<file path="src/pscfg_regs.vh">
/*
  Constants for the power stage configuration bank: register byte
  addresses, reset values, implemented-bit masks and field positions.
  Assumes it is included by bare name, from design and bench files alike.
*/
`ifndef PSCFG_REGS_VH
`define PSCFG_REGS_VH

// ----------------------------------------------------------------------
// register byte addresses
// ----------------------------------------------------------------------
`define PSCFG_ADDR_SECONDARY_OVERVOLTAGE_GUARD      8'hd5
`define PSCFG_ADDR_TIMING    8'hd6
`define PSCFG_ADDR_SLOPE     8'hd7

// ----------------------------------------------------------------------
// reset values
// ----------------------------------------------------------------------
`define PSCFG_RST_SECONDARY_OVERVOLTAGE_GUARD       8'h3f
`define PSCFG_RST_TIMING     8'h15
`define PSCFG_RST_SLOPE      8'h28

// ----------------------------------------------------------------------
// implemented bits of each register
// ----------------------------------------------------------------------
`define PSCFG_MASK_SECONDARY_OVERVOLTAGE_GUARD      8'h3f
`define PSCFG_MASK_TIMING    8'hff
`define PSCFG_MASK_SLOPE     8'h3f

// ----------------------------------------------------------------------
// field positions
// ----------------------------------------------------------------------
`define PSCFG_SECONDARY_OVERVOLTAGE_GUARD_THR_MSB   5
`define PSCFG_SECONDARY_OVERVOLTAGE_GUARD_THR_LSB   0
`define PSCFG_SYNC_MSB       7
`define PSCFG_SYNC_LSB       6
`define PSCFG_CONST_DT_BIT   5
`define PSCFG_SCALE_DT_BIT   4
`define PSCFG_MIN_DT_MSB     3
`define PSCFG_MIN_DT_LSB     2
`define PSCFG_REFRESH_MSB    1
`define PSCFG_REFRESH_LSB    0
`define PSCFG_DERATE_MSB     5
`define PSCFG_DERATE_LSB     4
`define PSCFG_SLOPE_MSB      3
`define PSCFG_SLOPE_LSB      0

// ----------------------------------------------------------------------
// serial host interface
// ----------------------------------------------------------------------
// 7-bit device address on the serial bus; the value is arbitrary
`define PSCFG_DEV_ADDR       7'h2a
`define PSCFG_BITS_PER_BYTE  4'h8

`endif

</file>
<file path="src/pscfg_top.v">
/*
  Power stage configuration bank: three 8-bit registers reached over
  the two-wire serial host interface, with their fields driven out to
  the analog power stage. Assumes scl/sda arrive synchronous to
  ref_clk_i and that sda is an open-drain wire resolved outside.

*/
`default_nettype none
`include "pscfg_regs.vh"

module pscfg_top (
  input  wire       ref_clk_i,
  input  wire       reset_i,
  input  wire       scl_i,                          // serial clock
  input  wire       sda_i,                          // serial data in
  output reg        sda_o,                          // serial data out
  output reg        sda_oe_o,                       // high pulls sda low
  output wire [5:0] second_overvoltage_threshold_o, // threshold code
  output wire [1:0] sync_pin_mode_o,                // sync pin function
  output wire       const_dead_time_o,              // fixed dead time
  output wire       dead_time_scaling_enable_o,     // freq scaling
  output wire [1:0] gate_min_dead_time_o,           // min dead time
  output wire [1:0] refresh_min_time_scale_o,       // on/off scale
  output wire [1:0] inductor_derating_o,            // derating
  output wire [3:0] slope_comp_sel_o                // slope select
);

  // ----------------------------------------------------------------------
  // states, one-hot
  // ----------------------------------------------------------------------
  // one bit per state keeps every state test a single-bit compare
  localparam [8:0] ST_IDLE    = 9'h001;  // waiting for start
  localparam [8:0] ST_DEVADR  = 9'h002;  // shifting device address
  localparam [8:0] ST_ACK_DEV = 9'h004;  // acking device address
  localparam [8:0] ST_PTR     = 9'h008;  // shifting register pointer
  localparam [8:0] ST_ACK_PTR = 9'h010;  // acking pointer
  localparam [8:0] ST_WDATA   = 9'h020;  // shifting write data
  localparam [8:0] ST_ACK_W   = 9'h040;  // acking write data
  localparam [8:0] ST_RDATA   = 9'h080;  // sending read data
  localparam [8:0] ST_RACK    = 9'h100;  // host ack of read byte

  // ----------------------------------------------------------------------
  // decoding helpers
  // ----------------------------------------------------------------------
  // register index from byte address, 3 means unmapped
  function [1:0] reg_index;
    input [7:0] addr;
    begin
      case (addr)
        `PSCFG_ADDR_SECONDARY_OVERVOLTAGE_GUARD:   reg_index = 2'h0;
        `PSCFG_ADDR_TIMING: reg_index = 2'h1;
        `PSCFG_ADDR_SLOPE:  reg_index = 2'h2;
        default:            reg_index = 2'h3;
      endcase
    end
  endfunction

  // ----------------------------------------------------------------------
  // bus line sampling
  // ----------------------------------------------------------------------
  wire [1:0] line_lvl;   // {sda, scl}
  wire [1:0] line_rise;  // rise pulses
  wire [1:0] line_fall;  // fall pulses

  pscfg_line_sampler u_sampler (
    .ref_clk_i (ref_clk_i),
    .reset_i   (reset_i),
    .line_i    ({sda_i, scl_i}),
    .level_o   (line_lvl),
    .rise_o    (line_rise),
    .fall_o    (line_fall)
  );

  // split the sampler vectors back into named lines
  wire scl_lvl  = line_lvl[0];
  wire sda_lvl  = line_lvl[1];
  wire scl_rise = line_rise[0];
  wire scl_fall = line_fall[0];
  // the sampler adds one clock and the engine a second one, so sda_oe_o
  // moves two clocks after the scl pin falls; each scl phase must last
  // at least four clocks for the ack and data bits to settle in time
  // an sda edge in the same clock as an scl rise is taken as data, not
  // as a start or stop, since both lines may move together
  // start and stop are sda edges while scl stays high
  wire bus_start = line_fall[1] & scl_lvl & ~line_rise[0];
  wire bus_stop  = line_rise[1] & scl_lvl & ~line_rise[0];

  // ----------------------------------------------------------------------
  // slave state
  // ----------------------------------------------------------------------
  reg  [8:0] state;       // current state
  reg  [3:0] bit_cnt;     // bits shifted in the current byte
  reg  [7:0] shreg;       // receive shift register
  reg  [7:0] txreg;       // transmit shift register
  reg  [7:0] ptr;         // register byte address
  reg        rw_read;     // transaction is a read
  reg  [7:0] stage [0:2]; // staged write data per register
  reg  [2:0] pend;        // staged byte waiting for stop
  reg  [2:0] commit;      // one-cycle load pulses to the bytes
  wire [7:0] cur [0:2];   // stored register values

  // write target decoded from the live pointer; the pointer moves only on the
  // pointer byte, the edge that stages a byte and a read ack, so the decode is never stale
  wire [1:0] wr_idx = reg_index(ptr);

  // read data for the current pointer; unmapped reads give zero
  // a pointer past the bank, or one that wrapped past 0xff, never
  // aliases onto a real register
  reg  [7:0] rd_byte;
  always @* begin
    case (reg_index(ptr))
      2'h0:    rd_byte = cur[0];
      2'h1:    rd_byte = cur[1];
      2'h2:    rd_byte = cur[2];
      default: rd_byte = 8'h00;
    endcase
  end

  // ----------------------------------------------------------------------
  // protocol engine
  // ----------------------------------------------------------------------
  // start and stop win over bit handling; a repeated start keeps
  // staged data, only a stop commits it
  // a stop in mid-byte drops the partial byte: nothing is staged until
  // all eight bits of a data byte have been shifted in
  always @(posedge ref_clk_i or posedge reset_i) begin
    if (reset_i) begin
      state    <= ST_IDLE;
      bit_cnt  <= 4'h0;
      shreg    <= 8'h00;
      txreg    <= 8'h00;
      ptr      <= 8'h00;
      rw_read  <= 1'b0;
      pend     <= 3'h0;
      commit   <= 3'h0;
      sda_o    <= 1'b0;
      sda_oe_o <= 1'b0;
      stage[0] <= 8'h00;
      stage[1] <= 8'h00;
      stage[2] <= 8'h00;
    end else begin
      commit <= 3'h0;
      sda_o  <= 1'b0;  // open drain: only ever pulls low
      if (bus_stop) begin
        // transaction complete: apply every staged byte at once
        commit   <= pend;
        pend     <= 3'h0;
        state    <= ST_IDLE;
        sda_oe_o <= 1'b0;
      end else if (bus_start) begin
        state    <= ST_DEVADR;
        bit_cnt  <= 4'h0;
        sda_oe_o <= 1'b0;
      end else if (scl_rise) begin
        // sample on rising clock
        case (state)
          ST_DEVADR, ST_PTR, ST_WDATA: begin
            shreg   <= {shreg[6:0], sda_lvl};
            bit_cnt <= bit_cnt + 4'h1;
          end
          ST_RACK: begin
            // a not-ack ends the read; the host then sends stop
            if (sda_lvl) begin
              state <= ST_IDLE;
            end else begin
              ptr <= ptr + 8'h01;
            end
          end
          default: begin
            state <= state;
          end
        endcase
      end else if (scl_fall) begin
        // change sda only while scl is low
        case (state)
          ST_DEVADR: begin
            if (bit_cnt == `PSCFG_BITS_PER_BYTE) begin
              if (shreg[7:1] == `PSCFG_DEV_ADDR) begin
                rw_read  <= shreg[0];
                sda_oe_o <= 1'b1;
                state    <= ST_ACK_DEV;
              end else begin
                state <= ST_IDLE;  // not ours, wait for next start
              end
            end
          end
          ST_ACK_DEV: begin
            bit_cnt <= 4'h0;
            if (rw_read) begin
              txreg    <= {rd_byte[6:0], 1'b0};
              sda_oe_o <= ~rd_byte[7];
              bit_cnt  <= 4'h1;
              state    <= ST_RDATA;
            end else begin
              sda_oe_o <= 1'b0;
              state    <= ST_PTR;
            end
          end
          ST_PTR: begin
            if (bit_cnt == `PSCFG_BITS_PER_BYTE) begin
              ptr      <= shreg;
              sda_oe_o <= 1'b1;
              state    <= ST_ACK_PTR;
            end
          end
          ST_WDATA: begin
            if (bit_cnt == `PSCFG_BITS_PER_BYTE) begin
              // unmapped addresses are acked but the data is dropped
              if (wr_idx != 2'h3) begin
                stage[wr_idx] <= shreg;
                pend[wr_idx]  <= 1'b1;
              end
              ptr      <= ptr + 8'h01;
              sda_oe_o <= 1'b1;
              state    <= ST_ACK_W;
            end
          end
          ST_ACK_PTR, ST_ACK_W: begin
            sda_oe_o <= 1'b0;
            bit_cnt  <= 4'h0;
            state    <= ST_WDATA;
          end
          ST_RDATA: begin
            if (bit_cnt == `PSCFG_BITS_PER_BYTE) begin
              sda_oe_o <= 1'b0;  // release for host ack
              state    <= ST_RACK;
            end else begin
              sda_oe_o <= ~txreg[7];
              txreg    <= {txreg[6:0], 1'b0};
              bit_cnt  <= bit_cnt + 4'h1;
            end
          end
          ST_RACK: begin
            // host acked: send the next register
            txreg    <= {rd_byte[6:0], 1'b0};
            sda_oe_o <= ~rd_byte[7];
            bit_cnt  <= 4'h1;
            state    <= ST_RDATA;
          end
          default: begin
            state <= ST_IDLE;
          end
        endcase
      end
    end
  end

  // ----------------------------------------------------------------------
  // configuration bytes
  // ----------------------------------------------------------------------
  // one instance per register; reset value and mask are fixed per
  // index, so unused bits can never be stored or read back
  genvar g;
  generate
    for (g = 0; g < 3; g = g + 1) begin : g_byte
      pscfg_cfg_byte #(
        .RESET_VAL ((g == 0) ? `PSCFG_RST_SECONDARY_OVERVOLTAGE_GUARD :
                    (g == 1) ? `PSCFG_RST_TIMING :
                               `PSCFG_RST_SLOPE),
        .IMPL_MASK ((g == 0) ? `PSCFG_MASK_SECONDARY_OVERVOLTAGE_GUARD :
                    (g == 1) ? `PSCFG_MASK_TIMING :
                               `PSCFG_MASK_SLOPE)
      ) u_byte (
        .ref_clk_i (ref_clk_i),
        .reset_i   (reset_i),
        .commit_i  (commit[g]),
        .wdata_i   (stage[g]),
        .q_o       (cur[g])
      );
    end
  endgenerate

  // ----------------------------------------------------------------------
  // field outputs to the analog power stage
  // ----------------------------------------------------------------------
  // codes pass through untouched; the analog side owns their meaning
  // each output is a slice of a stored byte, so it comes straight from
  // a flip-flop and moves only on reset or on the commit after a stop
  assign second_overvoltage_threshold_o =
    cur[0][`PSCFG_SECONDARY_OVERVOLTAGE_GUARD_THR_MSB:`PSCFG_SECONDARY_OVERVOLTAGE_GUARD_THR_LSB];
  assign sync_pin_mode_o = cur[1][`PSCFG_SYNC_MSB:`PSCFG_SYNC_LSB];
  assign const_dead_time_o = cur[1][`PSCFG_CONST_DT_BIT];
  assign dead_time_scaling_enable_o = cur[1][`PSCFG_SCALE_DT_BIT];
  assign gate_min_dead_time_o =
    cur[1][`PSCFG_MIN_DT_MSB:`PSCFG_MIN_DT_LSB];
  assign refresh_min_time_scale_o =
    cur[1][`PSCFG_REFRESH_MSB:`PSCFG_REFRESH_LSB];
  assign inductor_derating_o =
    cur[2][`PSCFG_DERATE_MSB:`PSCFG_DERATE_LSB];
  assign slope_comp_sel_o = cur[2][`PSCFG_SLOPE_MSB:`PSCFG_SLOPE_LSB];

endmodule

`default_nettype wire

</file>
<file path="src/pscfg_line_sampler.v">
/*
  Registers the two serial host lines and produces one-cycle rise and
  fall pulses for each. Assumes the lines are already synchronous to
  ref_clk_i, so a single register stage is enough.
*/
`default_nettype none

module pscfg_line_sampler (
  input  wire       ref_clk_i,
  input  wire       reset_i,
  input  wire [1:0] line_i,      // {sda, scl}
  output reg  [1:0] level_o,     // registered level
  output reg  [1:0] rise_o,      // one-cycle pulse on 0 -> 1
  output reg  [1:0] fall_o       // one-cycle pulse on 1 -> 0
);

  // ----------------------------------------------------------------------
  // one sampler per line
  // ----------------------------------------------------------------------
  genvar g;
  generate
    for (g = 0; g < 2; g = g + 1) begin : g_line
      // idle bus lines are pulled high, so reset to one
      always @(posedge ref_clk_i or posedge reset_i) begin
        if (reset_i) begin
          level_o[g] <= 1'b1;
          rise_o[g]  <= 1'b0;
          fall_o[g]  <= 1'b0;
        end else begin
          level_o[g] <= line_i[g];
          rise_o[g]  <= line_i[g] & ~level_o[g];
          fall_o[g]  <= ~line_i[g] & level_o[g];
        end
      end
    end
  endgenerate

endmodule

`default_nettype wire

</file>
<file path="src/pscfg_cfg_byte.v">
/*
  One configuration byte: holds its reset value until a commit pulse
  loads new data. Bits outside the implemented mask are never stored.
  Assumes commit_i is a one-cycle pulse from the bus slave.
*/
`default_nettype none

module pscfg_cfg_byte #(
  parameter [7:0] RESET_VAL = 8'h00,  // value after reset
  parameter [7:0] IMPL_MASK = 8'hff   // implemented bits
) (
  input  wire       ref_clk_i,
  input  wire       reset_i,
  input  wire       commit_i,         // load wdata_i this cycle
  input  wire [7:0] wdata_i,          // staged write data
  output reg  [7:0] q_o               // stored value, masked
);

  // ----------------------------------------------------------------------
  // storage
  // ----------------------------------------------------------------------
  // masking on the way in keeps the unused bits at zero for good
  always @(posedge ref_clk_i or posedge reset_i) begin
    if (reset_i) begin
      q_o <= RESET_VAL & IMPL_MASK;
    end else if (commit_i) begin
      q_o <= wdata_i & IMPL_MASK;
    end
  end

endmodule

`default_nettype wire

</file>
<file path="config.mk">
export PLATFORM = sky130hd
export DESIGN_NAME = pscfg_top
export DESIGN_NICKNAME = d
export VERILOG_FILES = /design/src/pscfg_top.v /design/src/pscfg_line_sampler.v /design/src/pscfg_cfg_byte.v
export VERILOG_INCLUDE_DIRS = /design/src
export SDC_FILE = /design/constraint.sdc
export NUM_CORES = 1
export LEC_CHECK = 0
export ABC_AREA = 1
export BUFFER_PORTS_ARGS = -buffer_cell sky130_fd_sc_hd__buf_4
export CORE_UTILIZATION = 35
export DETAILED_ROUTE_END_ITERATION = 8
export MAX_ROUTING_LAYER = met4
export PLACE_DENSITY = 0.5
export SYNTH_ARGS = -nofsm -noshare
export SYNTH_HDL_FRONTEND = slang
export SYNTH_HIERARCHICAL = 1
export SYNTH_SLANG_ARGS = --single-unit
</file>
<file path="constraint.sdc">
create_clock -name ref_clk_i -period 5.3 [get_ports ref_clk_i]
set_input_delay 1.06 -clock ref_clk_i [delete_from_list [all_inputs] [get_ports ref_clk_i]]
set_output_delay 1.06 -clock ref_clk_i [all_outputs]
set_load 0.01 [all_outputs]
</file>
Word level (Yosys, flattened, before mapping)

Index checks and enable logic that the tools add are counted.

Register bits after elaboration: 95
Bits of input ports: 4
Output and inout bits: 22
Word-level logic and storage cells: 164

Add/sub/neg operators: 2
$lt $le $gt $ge: 4
Equality and inequality tests: 36
Multiplexer cells: 55
Bitwise gates (word level): 19
Reduce and logical (&&, ||, !) cells: 27

Operators with widths:

| operator           | count |
|---|---|
| $mux 9             | 10 |
| $mux 8             | 10 |
| $pmux 9 s7         | 1 |
| $pmux 8 s3         | 2 |
| $reduce_and 7->1   | 4 |
| $mux 3             | 9 |
| $bwmux 24          | 1 |
| $eq 8x8->1 const B | 3 |
| $mux 4             | 5 |
| $ne 5x4->1 const B | 4 |
| $demux 8 s2        | 1 |
| $pmux 4 s4         | 1 |
| $pmux 8 s2         | 1 |
| $ne 2x2->1 const B | 6 |
| $ne 4x4->1 const B | 3 |
| $reduce_and 6->1   | 2 |
| $reduce_bool 3->1  | 4 |
| $mux 1             | 11 |
| $reduce_bool 2->1  | 5 |
| $eq 9x2->1 const B | 1 |
| $eq 9x3->1 const B | 1 |
| $eq 9x4->1 const B | 1 |
| $eq 9x5->1 const B | 1 |
| $eq 9x6->1 const B | 1 |
| other kinds (35)   | 55 |

Logic depth before layout (Yosys ltp)

Depth in word-level cells: 14
Gate-level depth with buffers: 13

Hierarchy

The synthesis kept the hierarchy.

Modules (own cells, without submodules):

| module                            | times used | cells each | area each (um2) | seq. area each (um2) |
|---|---|---|---|---|
| pscfg_top                         | 1          | 596        | 4207.8          | 1702.9 |
| pscfg_cfg_byte (g_byte[1].u_byte) | 1          | 35         | 312.8           | 203.9 |
| pscfg_cfg_byte (g_byte[0].u_byte) | 1          | 29         | 251.5           | 157.7 |
| pscfg_cfg_byte (g_byte[2].u_byte) | 1          | 29         | 246.5           | 152.6 |
| pscfg_line_sampler                | 1          | 15         | 186.4           | 152.6 |

Worst setup path before layout

No wires, ideal clock.

Path type: register -> register
Start: register ptr[0]
End: register stage[4] (netlist bit)
Setup time: 0.122 ns
Arrival: 1.708 ns
Data required time: 5.178 ns
Setup slack: 3.471 ns
Cell stages (with the launch flop): 10
Clock period less this slack: 1.829 ns
Cells stage by stage: dfrtp_1 -> ha_1 -> nand2_1 -> nor2_1 -> nand3_2 -> inv_1 -> nand4_4 -> buf_6 -> nand2_1 -> o21ai_2

Word-level cells in the longest chain between the ends: 8
Elaborated cells on any way between the ends: 13
Classes of those cells: order compare (2); eq/ne (4); mux (4); bitwise (1); reduce/logical (2)

RTL lines:

| what                                                           | RTL line        | source |
|---|---|---|
| start: declaration                                             | pscfg_top.v:95  | `reg [7:0] ptr;` |
| start signal: assignment                                       | pscfg_top.v:166 | `ptr <= ptr + 8'h01;` |
| start signal: assignment                                       | pscfg_top.v:201 | `ptr <= shreg;` |
| start signal: assignment                                       | pscfg_top.v:213 | `ptr <= ptr + 8'h01;` |
| $eq 8x8->1                                                     | pscfg_top.v:49  | `case (addr)` |
| $pmux 2 s3 (*)                                                 | pscfg_top.v:49  |  |
| $not 2->3 (implied by the code)                                | pscfg_top.v:210 | `stage[wr_idx] <= shreg;` |
| $ge 3x3->1 (implied by the code) or $lt 3x1->1 (tied branches) | pscfg_top.v:210 |  |
| $logic_and 1x1->1 (implied by the code)                        | pscfg_top.v:210 |  |
| $mux 8 (implied by the code)                                   | pscfg_top.v:210 |  |
| $demux 8 s2                                                    | pscfg_top.v:210 |  |
| $bwmux 24                                                      | pscfg_top.v:210 |  |
| end signal: indexed assignment                                 | pscfg_top.v:210 |  |
| end: declaration                                               | pscfg_top.v:97  | `reg [7:0] stage [0:2];` |

Mark *: on every way between the ends. The rest lies on a longest branch, timed or not.
A chain may end at the register's enable or synchronous reset.

Worst setup path after layout

Start: register state[0]
End: register state[3]

Word-level cells in the longest chain between the ends: 7
Elaborated cells on any way between the ends: 20
Classes of those cells: eq/ne (13); mux (5); reduce/logical (2)

RTL lines:

| what                                     | RTL line        | source |
|---|---|---|
| start: declaration                       | pscfg_top.v:91  | `reg [8:0] state;` |
| start signal: assignment                 | pscfg_top.v:170 | `state <= state;` |
| $eq 9x5->1 or $eq 9x7->1 (tied branches) | pscfg_top.v:175 | `case (state)` |
| $reduce_or 2->1                          | pscfg_top.v:175 |  |
| $pmux 9 s7                               | pscfg_top.v:175 |  |
| $mux 9                                   | pscfg_top.v:173 | `end else if (scl_fall) begin` |
| $mux 9                                   | pscfg_top.v:154 | `end else if (scl_rise) begin` |
| $mux 9                                   | pscfg_top.v:150 | `end else if (bus_start) begin` |
| $mux 9                                   | pscfg_top.v:144 | `if (bus_stop) begin` |

Parallel ways exist; a longest one is shown, timed or not. The select of a mux whose other input is x is not followed.

==> impl_results.md <==
- Core area: around 14000 sq um
- 1st-iter DRT viols: ~400
- CTS tree: done
- Fmax: roughly 460 MHz
- Setup CP Type: flop to flop
- Post-layout min period: 2.16 ns
- Post-cts sizing count: 0
- P_leak: between 0.002 and 0.003 uW
- Worst Clk Skew: 0.0111 ns
- Setup TNS Final: 0 ns
- Dpl hpwl: 9660 um
- Largest net degree at the start of global routing: 65
- N_diodes: 0
- Arrival time at the worst endpoint: between 2 and 2.5 ns
- Vias post-DR: 4322
- Slew Viols, Final: 0
- Area Overhead vs Synth: 12.3%
- Hold buffers post-CTS: 0
- Final setup vio count: 0
- First-pass GRT wire length: between 20000 and 25000 um
- GR Overflow Total: 0
- Crit start category: flop
- Max clock buf depth: 2
- Starting density of the core: 0.362
- Nets@finish: 725
- DR vias/cell: between 4 and 5
- CTS Sinks: 90
- Placer Congestion: ~0.87
- Pwr dens: 289 nW/um^2
- Routed WL per cell: 14.2 um
- Ports: 26
- Die area: between 10000 and 15000 sq um
- Max-cap violations: 0
- Total wire length: roughly 13000 um
- Non-Filler Instances: about 900
- Post-Syn Instances: just under 700
- Crit path required time: around 5.6 ns
- Vias in the first global route: about 4100
- Worst skew pair latency: 0.36 ns
- Status: finished clean
- R2r startpoint: state[0]
- Crit. End Element: flop
- CTS root buf: clkbuf_16
- Hold WS: between 0.4 and 0.5 ns
- HP Start: g_byte[0].u_byte/q_o[1]
- Layout cells sized above 1: 0.128
- Maximum vdd drop: between 0.15 and 0.2 mV
- DIE HEIGHT: around 120 um
- Critical Path Fanout Max: 10
- Setup Buffers After CTS: 0
- GRT Total Usage: 0.192
- Post-Syn Area: 5060 sq um
- H-tree Lvls: 3
- Post-route ant nets: 0
- Avg Inst Size Synth: about 7.3 sq um
- Die width: between 100 and 150 um
- Placed cell count: between 800 and 900
- First-pass iteration count of the detailed router: 7
- Least-Margin Pin Slew: around 0.86 ns
- Hold Path Class: flop to flop
- IO buf count: 24
- Row cnt: between 40 and 50
- Reg clk slew, reported paths: 0.07 ns
- Clock buffer count from CTS: 9
- Fin crit share: 0.407
- Yosys warns: 6
- Initial antenna violation count: 0
- Unrepaired setup endpoints after global routing: false
- Crit. Startpoint: state[0]
- Hold Violations, Final: 0
- Worst slew margin relative to its limit: 0.424
- DRC viols: 0
-- final cells by class --
cell class / instances / area [sq um]
Fill cell: 1482 / 8300
Multi-Input combinational cell: 492 / 2320
Sequential cell: 90 / 2270
Inverter: 98 / 370
Clock buffer: 10 / 239
Tap cell: 180 / 225
Timing Repair Buffer: 25 / 188
Clock inverter: 6 / 72.6
-- stage by stage --
step | power [uW] | setup WS (ns) | util | cell area (sq um)
after global routing | 1730 | 2.87 | 0.407 | 5690
after CTS | 1670 | 3.10 | 0.407 | 5690
after detailed placement | 987 | 3.11 | 0.384 | 5380
final | 1650 | 3.14 | 0.407 | 5690
after floorplan | 923 | 2.64 | - | 5070
after global placement | 984 | 3.08 | 0.384 | 5380
-- worst max-delay path, cell delays in order (launching register included) --
cell	delay, ns
dfstp_2	0.55
nor2_1	0.07
nand2_1	0.14
nor2_2	0.08
nand2_2	0.16
clkinv_1	0.30
nor2_1	0.26
nor2_1	0.06
nor2_1	0.26
nand2_1	0.10
o21ai_0	0.09
-- sequential cells by signal, indices dropped and copies added, names as in the netlist, 2 cells and up --
register	flops
u_sampler/rise_o	2
txreg	7
u_sampler/level_o	2
ptr	8
pend	3
stage	20
state	9
shreg	8
bit_cnt	4
g_byte.u_byte/q_o	20
u_sampler/fall_o	2
commit	3
-- cells in the final DEF (no fill, tap or decap), types with 2 or more instances in the layout --
cell	instances
o21ai_1	15
ha_1	5
clkinv_4	2
nor3_1	3
nand2_2	3
a21oi_1	8
nor3_4	2
clkbuf_16	9
dfrtp_1	76
nor2_2	2
inv_6	2
o21ai_2	10
nor2_1	80
nand4_4	3
dfstp_2	14
inv_2	8
nand4_1	14
nand2_1	246
o21ai_0	28
conb_1	5
inv_1	88
nand3_1	47
buf_4	25
xor2_1	6
nand3_2	2
-- metal layers --
layer | track usage | vias to the layer above | routed length, um | part of all wire
met2 | 0.293 | 71 | 5950 | 0.47
met4 | 0.0427 | 0 | 177 | 0.014
li1 | - | 2197 | - | -
met5 | - | - | 0 | 0
met3 | 0.0493 | 13 | 468 | 0.037
met1 | 0.257 | 2041 | 6170 | 0.48
-- where the power goes --
part / switching (uW) / total [uW] / leakage [uW] / internal [uW]
Combinational: 148 / 209 / 0.00163 / 61.3
Clock: 292 / 676 / 0.000150 / 384
Sequential: 36.3 / 761 / 0.00118 / 725
Total: 476 / 1650 / 0.00296 / 1170
-- final timing paths --
path | endpoint | slack (ns) | depth (start not counted)
min reg2reg | g_byte[0].u_byte/q_o[1] | 0.47 | 2
max | state[3] | 3.14 | 10
max reg2reg | state[3] | 3.14 | 10
min | g_byte[0].u_byte/q_o[1] | 0.47 | 2
max in group asynchronous | state[8] | 3.71 | 3
min in group asynchronous | g_byte[2].u_byte/q_o[1] | 0.68 | 2
No activity file was read; power rests on OpenSTA's default activity.
